<file path="src/shared/cbf_pkg.sv">
// Constants and types for the branch, bit and flag execution unit.
// Assumes a single core clock and an 8-bit status register held here.
package cbf_pkg;

    // ****************************************************************
    // Status flag positions (layout chosen for this unit)
    // ****************************************************************
    localparam int unsigned FLAG_C = 0;
    localparam int unsigned FLAG_Z = 1;
    localparam int unsigned FLAG_N = 2;
    localparam int unsigned FLAG_V = 3;
    localparam int unsigned FLAG_S = 4;
    localparam int unsigned FLAG_H = 5;
    localparam int unsigned FLAG_T = 6;
    localparam int unsigned FLAG_I = 7;

    // ****************************************************************
    // Reset values and widths
    // ****************************************************************
    localparam logic [7:0]  STATUS_RST = 8'h00;
    localparam logic [15:0] PC_RST     = 16'h0000;
    localparam logic [7:0]  IO_RST     = 8'h00;
    localparam logic [7:0]  REG_RST    = 8'h00;
    localparam int unsigned NUM_REGS   = 32;
    localparam int unsigned NUM_IO     = 32;

    // ****************************************************************
    // Operations presented on the op port
    // ****************************************************************
    typedef enum logic [5:0] {
        CBF_NOP,
        CBF_BRANCH_ON_CARRY_SET,
        CBF_BRANCH_SAME_OR_HIGHER,
        CBF_BRANCH_ON_CARRY_CLEAR,
        CBF_BRANCH_ON_NEGATIVE,
        CBF_BRANCH_ON_POSITIVE,
        CBF_BRANCH_SIGNED_GE,
        CBF_BRANCH_SIGNED_LT,
        CBF_BRANCH_HALF_CARRY_SET,
        CBF_BRANCH_HALF_CARRY_CLEAR,
        CBF_BRANCH_TRANSFER_BIT_SET,
        CBF_BRANCH_IRQ_ENABLED,
        CBF_BRANCH_IRQ_DISABLED,
        CBF_IO_BIT_SET,
        CBF_IO_BIT_CLEAR,
        CBF_LOGICAL_LEFT_SHIFT,
        CBF_LOGICAL_RIGHT_SHIFT,
        CBF_ROTATE_LEFT_CARRY,
        CBF_ROTATE_RIGHT_CARRY,
        CBF_NIBBLE_SWAP,
        CBF_BIT_TO_TRANSFER,
        CBF_TRANSFER_TO_BIT,
        CBF_STATUS_BIT_FORCE_ONE,
        CBF_STATUS_BIT_FORCE_ZERO
    } cbf_op_e;

endpackage

</file>
<file path="src/rtl/cbf_exec.sv">
// Execution unit for conditional branches, I/O bit ops, shifts and flag ops.
// Assumes one op is presented per accepted cycle while busy is low.
`timescale 1ns/1ps

// Functional notes
// - Carry set branch jumps to pc plus offset plus one; no flags.
// - Negative branch on N one, positive branch on N zero.
// - Signed ge taken on N xor V zero, signed lt on one.
// - Half carry set and clear branches test H.
// - Transfer bit set branch jumps when T is one.
// - Interrupt enabled and disabled branches test I.
// - I/O bit set forces the chosen bit one in two cycles.
// - I/O bit clear forces the chosen bit zero in two cycles.
// - Left shift inserts zero at bit 0, updates Z C N V.
// - Right shift inserts zero at bit 7, updates Z C N V.
// - Rotate left takes carry into bit 0, carry from bit 7.
// - Rotate right takes carry into bit 7, carry from bit 0.
// - Nibble swap exchanges halves, flags unchanged, one cycle.
// - Bit to transfer copies a register bit into T only.
// - Transfer to bit writes T into a register bit.
// - Flag set or clear changes only the named flag.
// - Carry clear and same or higher branch when carry is zero.
module cbf_exec (
    input  wire logic            ref_clk,   // Core clock, 10 MHz.
    input  wire logic            resetn,    // Synchronous reset, active low.
    input  wire cbf_pkg::cbf_op_e op,       // Operation, sampled when not busy.
    input  wire logic [6:0]      offset,    // Signed branch displacement.
    input  wire logic [4:0]      reg_sel,   // Working register index.
    input  wire logic [4:0]      io_sel,    // I/O register index.
    input  wire logic [2:0]      bit_sel,   // Bit or flag index.
    output logic      [15:0]     pc_ff,     // Program counter.
    output logic      [7:0]      status_ff, // Status flags.
    output logic                 busy_ff,   // Second cycle of a two-cycle op.
    output logic      [7:0]      io_rd_ff,  // Selected I/O register, registered.
    output logic      [7:0]      reg_rd_ff  // Selected working register, registered.
);

    // ****************************************************************
    // Storage
    // ****************************************************************
    logic [7:0]  regs_ff [cbf_pkg::NUM_REGS];
    logic [7:0]  io_ff   [cbf_pkg::NUM_IO];
    logic [7:0]  nxt_reg_val;
    logic        reg_we;
    logic [7:0]  nxt_io_val;
    logic        io_we;
    logic [15:0] nxt_pc;
    logic [7:0]  nxt_status;
    logic        nxt_busy;
    logic [15:0] hold_pc_ff;
    logic [15:0] nxt_hold_pc;
    logic        cond;
    logic        is_branch;
    logic [7:0]  sh_res;
    logic [7:0]  sh_swap;
    logic        sh_c;
    logic        sh_z;
    logic        sh_n;
    logic        sh_v;
    logic [15:0] target;
    logic [7:0]  cur_reg;
    logic [7:0]  cur_io;
    logic [1:0]  sh_kind;

    assign cur_reg = regs_ff[reg_sel];
    assign cur_io  = io_ff[io_sel];
    // Offset is sign-extended, so backward branches wrap correctly.
    assign target  = pc_ff + {{9{offset[6]}}, offset} + 16'h0001;
    // Shift codes are consecutive, so the distance from the left shift
    // picks the form; the low op bits alone would give lsl 3, lsr 0, rol 1 and ror 2.
    assign sh_kind = 2'(op - cbf_pkg::CBF_LOGICAL_LEFT_SHIFT);

    cbf_shift_unit u_shift (
        .operand   (cur_reg),
        .carry_in  (status_ff[cbf_pkg::FLAG_C]),
        .kind      (sh_kind),
        .result    (sh_res),
        .carry_out (sh_c),
        .zero_out  (sh_z),
        .neg_out   (sh_n),
        .ovf_out   (sh_v),
        .swapped   (sh_swap)
    );

    // ****************************************************************
    // Branch condition
    // ****************************************************************
    // Each branch form reads exactly one flag or the N xor V pair.
    always_comb begin
        is_branch = 1'b1;
        unique case (op)
            cbf_pkg::CBF_BRANCH_ON_CARRY_SET:     cond = status_ff[cbf_pkg::FLAG_C];
            cbf_pkg::CBF_BRANCH_SAME_OR_HIGHER,
            cbf_pkg::CBF_BRANCH_ON_CARRY_CLEAR:   cond = !status_ff[cbf_pkg::FLAG_C];
            cbf_pkg::CBF_BRANCH_ON_NEGATIVE:      cond = status_ff[cbf_pkg::FLAG_N];
            cbf_pkg::CBF_BRANCH_ON_POSITIVE:      cond = !status_ff[cbf_pkg::FLAG_N];
            cbf_pkg::CBF_BRANCH_SIGNED_GE:        cond = !(status_ff[cbf_pkg::FLAG_N]
                                                        ^ status_ff[cbf_pkg::FLAG_V]);
            cbf_pkg::CBF_BRANCH_SIGNED_LT:        cond = status_ff[cbf_pkg::FLAG_N]
                                                        ^ status_ff[cbf_pkg::FLAG_V];
            cbf_pkg::CBF_BRANCH_HALF_CARRY_SET:   cond = status_ff[cbf_pkg::FLAG_H];
            cbf_pkg::CBF_BRANCH_HALF_CARRY_CLEAR: cond = !status_ff[cbf_pkg::FLAG_H];
            cbf_pkg::CBF_BRANCH_TRANSFER_BIT_SET: cond = status_ff[cbf_pkg::FLAG_T];
            cbf_pkg::CBF_BRANCH_IRQ_ENABLED:      cond = status_ff[cbf_pkg::FLAG_I];
            cbf_pkg::CBF_BRANCH_IRQ_DISABLED:     cond = !status_ff[cbf_pkg::FLAG_I];
            default: begin
                cond      = 1'b0;
                is_branch = 1'b0;
            end
        endcase
    end

    // ****************************************************************
    // Next state
    // ****************************************************************
    // Two-cycle ops park the final pc in hold_pc_ff and commit it on the
    // second cycle, so pc never shows a half-finished value.
    always_comb begin
        nxt_pc      = pc_ff;
        nxt_status  = status_ff;
        nxt_busy    = 1'b0;
        nxt_hold_pc = hold_pc_ff;
        nxt_reg_val = cur_reg;
        reg_we      = 1'b0;
        nxt_io_val  = cur_io;
        io_we       = 1'b0;
        if (busy_ff) begin
            nxt_pc = hold_pc_ff;
        end else if (is_branch) begin
            if (cond) begin
                nxt_busy    = 1'b1;
                nxt_hold_pc = target;
            end else begin
                nxt_pc = pc_ff + 16'h0001;
            end
        end else begin
            nxt_pc = pc_ff + 16'h0001;
            unique case (op)
                cbf_pkg::CBF_IO_BIT_SET, cbf_pkg::CBF_IO_BIT_CLEAR: begin
                    nxt_io_val[bit_sel] = (op == cbf_pkg::CBF_IO_BIT_SET);
                    io_we       = 1'b1;
                    nxt_busy    = 1'b1;
                    nxt_hold_pc = pc_ff + 16'h0001;
                    nxt_pc      = pc_ff;
                end
                cbf_pkg::CBF_LOGICAL_LEFT_SHIFT, cbf_pkg::CBF_LOGICAL_RIGHT_SHIFT,
                cbf_pkg::CBF_ROTATE_LEFT_CARRY, cbf_pkg::CBF_ROTATE_RIGHT_CARRY: begin
                    nxt_reg_val = sh_res;
                    reg_we      = 1'b1;
                    nxt_status[cbf_pkg::FLAG_C] = sh_c;
                    nxt_status[cbf_pkg::FLAG_Z] = sh_z;
                    nxt_status[cbf_pkg::FLAG_N] = sh_n;
                    nxt_status[cbf_pkg::FLAG_V] = sh_v;
                end
                cbf_pkg::CBF_NIBBLE_SWAP: begin
                    nxt_reg_val = sh_swap;
                    reg_we      = 1'b1;
                end
                cbf_pkg::CBF_BIT_TO_TRANSFER: begin
                    nxt_status[cbf_pkg::FLAG_T] = cur_reg[bit_sel];
                end
                cbf_pkg::CBF_TRANSFER_TO_BIT: begin
                    nxt_reg_val[bit_sel] = status_ff[cbf_pkg::FLAG_T];
                    reg_we = 1'b1;
                end
                cbf_pkg::CBF_STATUS_BIT_FORCE_ONE:  nxt_status[bit_sel] = 1'b1;
                cbf_pkg::CBF_STATUS_BIT_FORCE_ZERO: nxt_status[bit_sel] = 1'b0;
                default: nxt_pc = pc_ff + 16'h0001;
            endcase
        end
    end

    // ****************************************************************
    // Registers
    // ****************************************************************
    always_ff @(posedge ref_clk) begin
        if (!resetn) begin
            pc_ff      <= cbf_pkg::PC_RST;
            status_ff  <= cbf_pkg::STATUS_RST;
            busy_ff    <= 1'b0;
            hold_pc_ff <= cbf_pkg::PC_RST;
            io_rd_ff   <= cbf_pkg::IO_RST;
            reg_rd_ff  <= cbf_pkg::REG_RST;
            for (int i = 0; i < cbf_pkg::NUM_REGS; i++) begin
                regs_ff[i] <= cbf_pkg::REG_RST;
            end
            for (int i = 0; i < cbf_pkg::NUM_IO; i++) begin
                io_ff[i] <= cbf_pkg::IO_RST;
            end
        end else begin
            pc_ff      <= nxt_pc;
            status_ff  <= nxt_status;
            busy_ff    <= nxt_busy;
            hold_pc_ff <= nxt_hold_pc;
            io_rd_ff   <= io_we ? nxt_io_val : cur_io;
            reg_rd_ff  <= reg_we ? nxt_reg_val : cur_reg;
            if (reg_we) begin
                regs_ff[reg_sel] <= nxt_reg_val;
            end
            if (io_we) begin
                io_ff[io_sel] <= nxt_io_val;
            end
        end
    end
endmodule

</file>
<file path="src/rtl/cbf_shift_unit.sv">
// Combinational shift, rotate and swap data path with flag results.
// Assumes the caller selects which result and flags are committed.
`timescale 1ns/1ps
module cbf_shift_unit (
    input  wire logic [7:0] operand,  // Register value to transform.
    input  wire logic       carry_in, // Current carry flag.
    input  wire logic [1:0] kind,     // 0 lsl, 1 lsr, 2 rol, 3 ror.
    output logic      [7:0] result,   // Shifted value.
    output logic            carry_out,// New carry flag.
    output logic            zero_out, // New zero flag.
    output logic            neg_out,  // New negative flag.
    output logic            ovf_out,  // New overflow flag (N xor C).
    output logic      [7:0] swapped   // Nibble-exchanged value.
);

    // ****************************************************************
    // Shift selection
    // ****************************************************************
    // Left forms take carry from bit 7, right forms from bit 0.
    always_comb begin
        unique case (kind)
            2'd0: begin
                result    = {operand[6:0], 1'b0};
                carry_out = operand[7];
            end
            2'd1: begin
                result    = {1'b0, operand[7:1]};
                carry_out = operand[0];
            end
            2'd2: begin
                result    = {operand[6:0], carry_in};
                carry_out = operand[7];
            end
            default: begin
                result    = {carry_in, operand[7:1]};
                carry_out = operand[0];
            end
        endcase
    end

    // Flags follow the stored result; overflow is N xor C as usual.
    assign zero_out = (result == 8'h00);
    assign neg_out  = result[7];
    assign ovf_out  = result[7] ^ carry_out;
    assign swapped  = {operand[3:0], operand[7:4]};

endmodule

</file>
<file path="config.mk">
export PLATFORM = sky130hd
export DESIGN_NAME = cbf_exec
export DESIGN_NICKNAME = d
export VERILOG_FILES = /design/src/shared/cbf_pkg.sv /design/src/rtl/cbf_exec.sv /design/src/rtl/cbf_shift_unit.sv
export SDC_FILE = /design/constraint.sdc
export NUM_CORES = 1
export LEC_CHECK = 0
export BUFFER_PORTS_ARGS = -buffer_cell sky130_fd_sc_hd__buf_2
export CORE_MARGIN = 1
export CORE_UTILIZATION = 55
export DETAILED_ROUTE_END_ITERATION = 10
export PLACE_DENSITY = 0.74
export SYNTH_ARGS = -nofsm -noshare
export SYNTH_HDL_FRONTEND = slang
export SYNTH_SLANG_ARGS = --single-unit
</file>
<file path="constraint.sdc">
create_clock -name ref_clk -period 4.6 [get_ports ref_clk]
set_input_delay 1.38 -clock ref_clk [delete_from_list [all_inputs] [get_ports ref_clk]]
set_output_delay 1.38 -clock ref_clk [all_outputs]
set_load 0.01 [all_outputs]
</file>
==> metrics.txt <==
# TYPE chip_impl_metric gauge
chip_impl_metric{name="report.final.slew_viol_count",unit=""} 0
chip_impl_metric{name="place_congestion",unit=""} 0.975
chip_impl_metric{name="postRouteWirelength",unit="µm"} 75400
chip_impl_metric{name="reg2reg_depth",unit=""} 7
chip_impl_metric{name="critical_path.n_buffers_inverters",unit=""} 3
chip_impl_metric{name="ratio_of_final_minimum_period_to_clock_period",unit="%"} 90.3
chip_impl_info{name="worstSetupEndpointType",value="register"} 1
chip_impl_metric{name="dr_total_vias",unit=""} 19600
chip_impl_info{name="worst_setup_path_startpoint",value="reg_sel[1]"} 1
chip_impl_metric{name="largest_net_degree_at_the_start_of_global_routing",unit=""} 51
chip_impl_metric{name="synth.yosys.seq_area_share",unit="%"} 60.1
chip_impl_metric{name="synth-warning-count",unit=""} 0
chip_impl_metric{name="switching_part_of_the_total",unit="%"} 24.6
chip_impl_metric{name="synthesis.area",unit="mm²"} 0.0275
chip_impl_metric{name="dpl.cell_count",unit=""} 2953
chip_impl_metric{name="ant_nets",unit=""} 0
chip_impl_info{name="highest_count_cells_in_the_layout_ignoring_fill_and_taps",value="edfxtp_1, nor2_1, nand2_1"} 1
chip_impl_info{name="critical_path.cell_chain",value="buf_6 > buf_12 > buf_4 > mux2i_1 > o22ai_1 > or4_4 > o31ai_1 > o2111ai_1 > a21oi_4 > nor3_1"} 1
chip_impl_info{name="hold_class",value="reg2reg"} 1
chip_impl_metric{name="grt_pass1_wl",unit="µm"} 114000
chip_impl_metric{name="initial_cell_density_of_the_core",unit="%"} 55.9
chip_impl_metric{name="p_total",unit="mW"} 12.3
chip_impl_info{name="cts_tree",value="done"} 1
chip_impl_metric{name="die_w",unit="µm"} 226
chip_impl_metric{name="die_h",unit="µm"} 226
chip_impl_info{name="postSynth.topFlopCell",value="edfxtp_1"} 1
chip_impl_metric{name="signed_area_change_from_the_synthesized_netlist_to_the_final_layout",unit="%"} 14.1
chip_impl_metric{name="netlist.area_leader.share",unit="%"} 55.9
chip_impl_metric{name="dp_hpwl",unit="µm"} 51400
chip_impl_metric{name="port_buffers",unit=""} 68
chip_impl_metric{name="numClockSinks",unit=""} 569
chip_impl_info{name="worstReg2RegStart",value="regs_ff[22][6]$_SDFFCE_PN0P_"} 1
chip_impl_metric{name="period_needed",unit="ns"} 4.15
chip_impl_metric{name="drt-initial-drc-count",unit=""} 2159
chip_impl_info{name="post_synth_main_area_contributors",value="edfxtp_1, nor2_1, mux4_2"} 1
chip_impl_metric{name="bufs_on_longest_clock_path",unit=""} 3
chip_impl_metric{name="cts_resized",unit=""} 0
chip_impl_info{name="worstSetupEndpoint",value="regs_ff[28][2]$_SDFFCE_PN0P_"} 1
chip_impl_metric{name="ir_worst_vdd",unit="mV"} 0.493
chip_impl_metric{name="wl_per_cell",unit="µm"} 24.6
chip_impl_metric{name="yosys_register_bits",unit=""} 569
chip_impl_info{name="synth_area_leader_cell",value="edfxtp_1"} 1
chip_impl_info{name="critical_path.reg2reg.endpoint",value="regs_ff[28][2]$_SDFFCE_PN0P_"} 1
chip_impl_metric{name="sum_of_negative_setup_slack",unit="ns"} 0
chip_impl_metric{name="worst-slew-pin-transition",unit="ns"} 1.15
chip_impl_metric{name="crit_path_max_incr_delay",unit="ns"} 0.94
chip_impl_metric{name="cp_data_required_time",unit="ns"} 4.92
chip_impl_metric{name="placed_cell_area",unit="mm²"} 0.0292
chip_impl_metric{name="skew",unit="ns"} 0.0307
chip_impl_metric{name="combinationalPowerShare",unit="%"} 10.4
chip_impl_metric{name="power_frac_seq",unit="%"} 47.5
chip_impl_metric{name="slew_headroom",unit="%"} 23.0
chip_impl_metric{name="first_global_vias",unit=""} 19300
chip_impl_metric{name="design.final.nets",unit=""} 2392
chip_impl_metric{name="crit_path_max_fanout",unit=""} 33
chip_impl_metric{name="cts-htree-levels",unit=""} 2
chip_impl_metric{name="final-setup-viol-count",unit=""} 0
chip_impl_metric{name="synth_area_per_cell",unit="µm²"} 12.3
chip_impl_info{name="slowest_stage_cell_cp",value="a21oi_4"} 1
chip_impl_info{name="crit_path_start_kind",value="input port"} 1
chip_impl_metric{name="final_hold_viol_count",unit=""} 0
chip_impl_metric{name="synth_cell_types",unit=""} 94
chip_impl_metric{name="cts_made_buffers",unit=""} 56
chip_impl_metric{name="signal_arrival_time_at_the_worst_endpoint",unit="ns"} 4.48
chip_impl_metric{name="cts.reportedPaths.clkPinSlew",unit="ns"} 0.07
chip_impl_metric{name="floorplan.core_area",unit="mm²"} 0.0492
chip_impl_metric{name="top_level_ports",unit=""} 69
chip_impl_info{name="timing.setup.critical_path_class",value="in2reg"} 1
chip_impl_metric{name="globalRouteOverflowTotal",unit=""} 0
chip_impl_metric{name="max_cap_viols",unit=""} 0
chip_impl_metric{name="worst-r2r-setup-slack",unit="ns"} 1.25
chip_impl_metric{name="power.clock.fraction",unit="%"} 42.1
chip_impl_metric{name="power_report.internal_total",unit="mW"} 9.30
chip_impl_info{name="path_delay_family",value="compound AO/OA/AOI/OAI gates"} 1
chip_impl_metric{name="initial_antenna_violation_count",unit=""} 3
chip_impl_metric{name="async_reset_ff_share",unit="%"} 0
chip_impl_metric{name="fin_cells",unit=""} 3062
chip_impl_metric{name="number_of_hold_repair_buffers_added_at_the_cts_stage",unit=""} 0
chip_impl_info{name="outcome",value="completed"} 1
chip_impl_metric{name="fp.dieArea",unit="mm²"} 0.0509
chip_impl_metric{name="drt-vias-per-instance",unit=""} 6.39
chip_impl_metric{name="grt_util_all_layers",unit="%"} 30.0
chip_impl_metric{name="final_layout_size_suffix_gt1_share",unit="%"} 22.2
chip_impl_metric{name="clock_insertion_delay_at_the_later_pin_of_the_skew_report",unit="ns"} 0.64
chip_impl_metric{name="cellLeakagePower",unit="nW"} 11.4
chip_impl_metric{name="synth_edf_count",unit=""} 512
chip_impl_metric{name="postSynthNetCount",unit=""} 2274
chip_impl_info{name="unrepaired_setup_endpoints_after_global_routing",value="no"} 1
chip_impl_metric{name="critical_path_depth",unit=""} 10
chip_impl_metric{name="power-per-cell-area",unit="mW/mm²"} 393
chip_impl_metric{name="drt_first_pass_iters",unit=""} 5
chip_impl_info{name="cts-root-buf",value="clkbuf_16"} 1
chip_impl_metric{name="postLayoutCellArea",unit="mm²"} 0.0314
chip_impl_info{name="layout_commonest_cell",value="edfxtp_1"} 1
chip_impl_metric{name="cts.repair_timing.setup_buffer_count",unit=""} 0
chip_impl_metric{name="max_freq",unit="MHz"} 241
chip_impl_metric{name="syn_inst",unit=""} 2229
chip_impl_metric{name="post-route-drc-count",unit=""} 0
chip_impl_metric{name="row_count",unit=""} 81
chip_impl_metric{name="net-switching-power",unit="mW"} 3.04
## final cells by class
type                    count  area [µm²]
fillers                  3637       17800
flip-flops and latches    569       16500
multi-input cells        1485       10100
repair buffers            222        1780
clock buffers              69        1610
well taps                 664         831
clock inverters            37         504
inverters                  13        48.8
diodes                      3        7.51
## flip-flops by register name, indices dropped and copies added, names as in the netlist, named ones only
signal      cells
reg_rd_ff       8
status_ff       5
hold_pc_ff     16
regs_ff       256
io_rd_ff        8
io_ff         256
busy_ff         1
pc_ff          16
## cell usage after synthesis (8+ instances only)
| cell type | instances |
|---|---|
| clkbuf_1 | 64 |
| dfxtp_1 | 57 |
| nand2_2 | 42 |
| nor2_1 | 441 |
| a22oi_1 | 20 |
| nand2b_1 | 11 |
| xnor2_1 | 14 |
| a21o_1 | 8 |
| a22o_1 | 12 |
| a21oi_1 | 87 |
| nor3b_1 | 9 |
| mux2i_1 | 123 |
| inv_1 | 9 |
| nor3_1 | 52 |
| buf_4 | 10 |
| and3_1 | 10 |
| nand4_1 | 8 |
| buf_6 | 18 |
| mux4_2 | 73 |
| o211ai_1 | 19 |
| nor2_2 | 43 |
| nand3_1 | 21 |
| o21ai_0 | 38 |
| buf_2 | 60 |
| edfxtp_1 | 512 |
| xor2_1 | 16 |
| ha_1 | 16 |
| a221oi_1 | 8 |
| nand2_1 | 169 |
| a211oi_1 | 39 |
| o22ai_1 | 56 |
## metal layers
layer	vias up	global-route usage, %	share of wire (%)
li1	8589	-	-
met1	9652	38.8	37
met2	1099	50.0	49
met3	221	4.79	9.4
met4	0	13.9	4.6
met5	-	0	0
## power by group through the flow
stage	combinational, mW	sequential [mW]	clock, mW
after floorplan	0.785	5.94	0
after global placement	1.23	5.96	0
after detailed placement	1.26	5.97	0
after CTS	1.26	5.86	5.22
after global routing	1.34	5.87	5.41
final	1.28	5.86	5.19
## per-stage QoR
| stage | utilization (%) | hold slack [ns] | setup WS (ns) |
|---|---|---|---|
| floorplan | - | 0.432 | 0.564 |
| global placement | 59.5 | 0.440 | 0.0766 |
| detailed placement | 59.5 | 0.446 | -0.0778 |
| CTS | 63.8 | 0.458 | 0.550 |
| global route | 63.8 | 0.489 | 0.309 |
| finish | 63.8 | 0.461 | 0.445 |
## worst register-to-register path, stage by stage, from the launching register on
cell and delay (ns):
edfxtp_1 0.44, mux2i_1 0.22, o22ai_1 0.11, or4_4 0.57, o31ai_1 0.38, o2111ai_1 0.24
a21oi_4 0.94, nor3_1 0.16
## logic make-up after synthesis
kind of cell | Yosys count | synth area share, %
compound gates | 362 | 9.12
buf+inv | 175 | 3.53
xor+xnor | 30 | 0.956
mux | 198 | 10.5
flops | 569 | 60.1
simple gates | 878 | 15.0
fa+ha+maj | 17 | 0.801
## worst min-delay path by stage
stage | from | cells past startpoint | to
after global placement | hold_pc_ff[5]$_SDFFE_PN0P_ | 2 | hold_pc_ff[5]$_SDFFE_PN0P_
after CTS | hold_pc_ff[2]$_SDFFE_PN0P_ | 2 | hold_pc_ff[2]$_SDFFE_PN0P_
after global routing | hold_pc_ff[0]$_SDFFE_PN0P_ | 2 | pc_ff[0]$_SDFFE_PN0P_
after detailed placement | hold_pc_ff[2]$_SDFFE_PN0P_ | 2 | hold_pc_ff[2]$_SDFFE_PN0P_
after floorplan | hold_pc_ff[0]$_SDFFE_PN0P_ | 2 | hold_pc_ff[0]$_SDFFE_PN0P_
final | hold_pc_ff[3]$_SDFFE_PN0P_ | 2 | hold_pc_ff[3]$_SDFFE_PN0P_
Power figures use the tool's default switching activity.
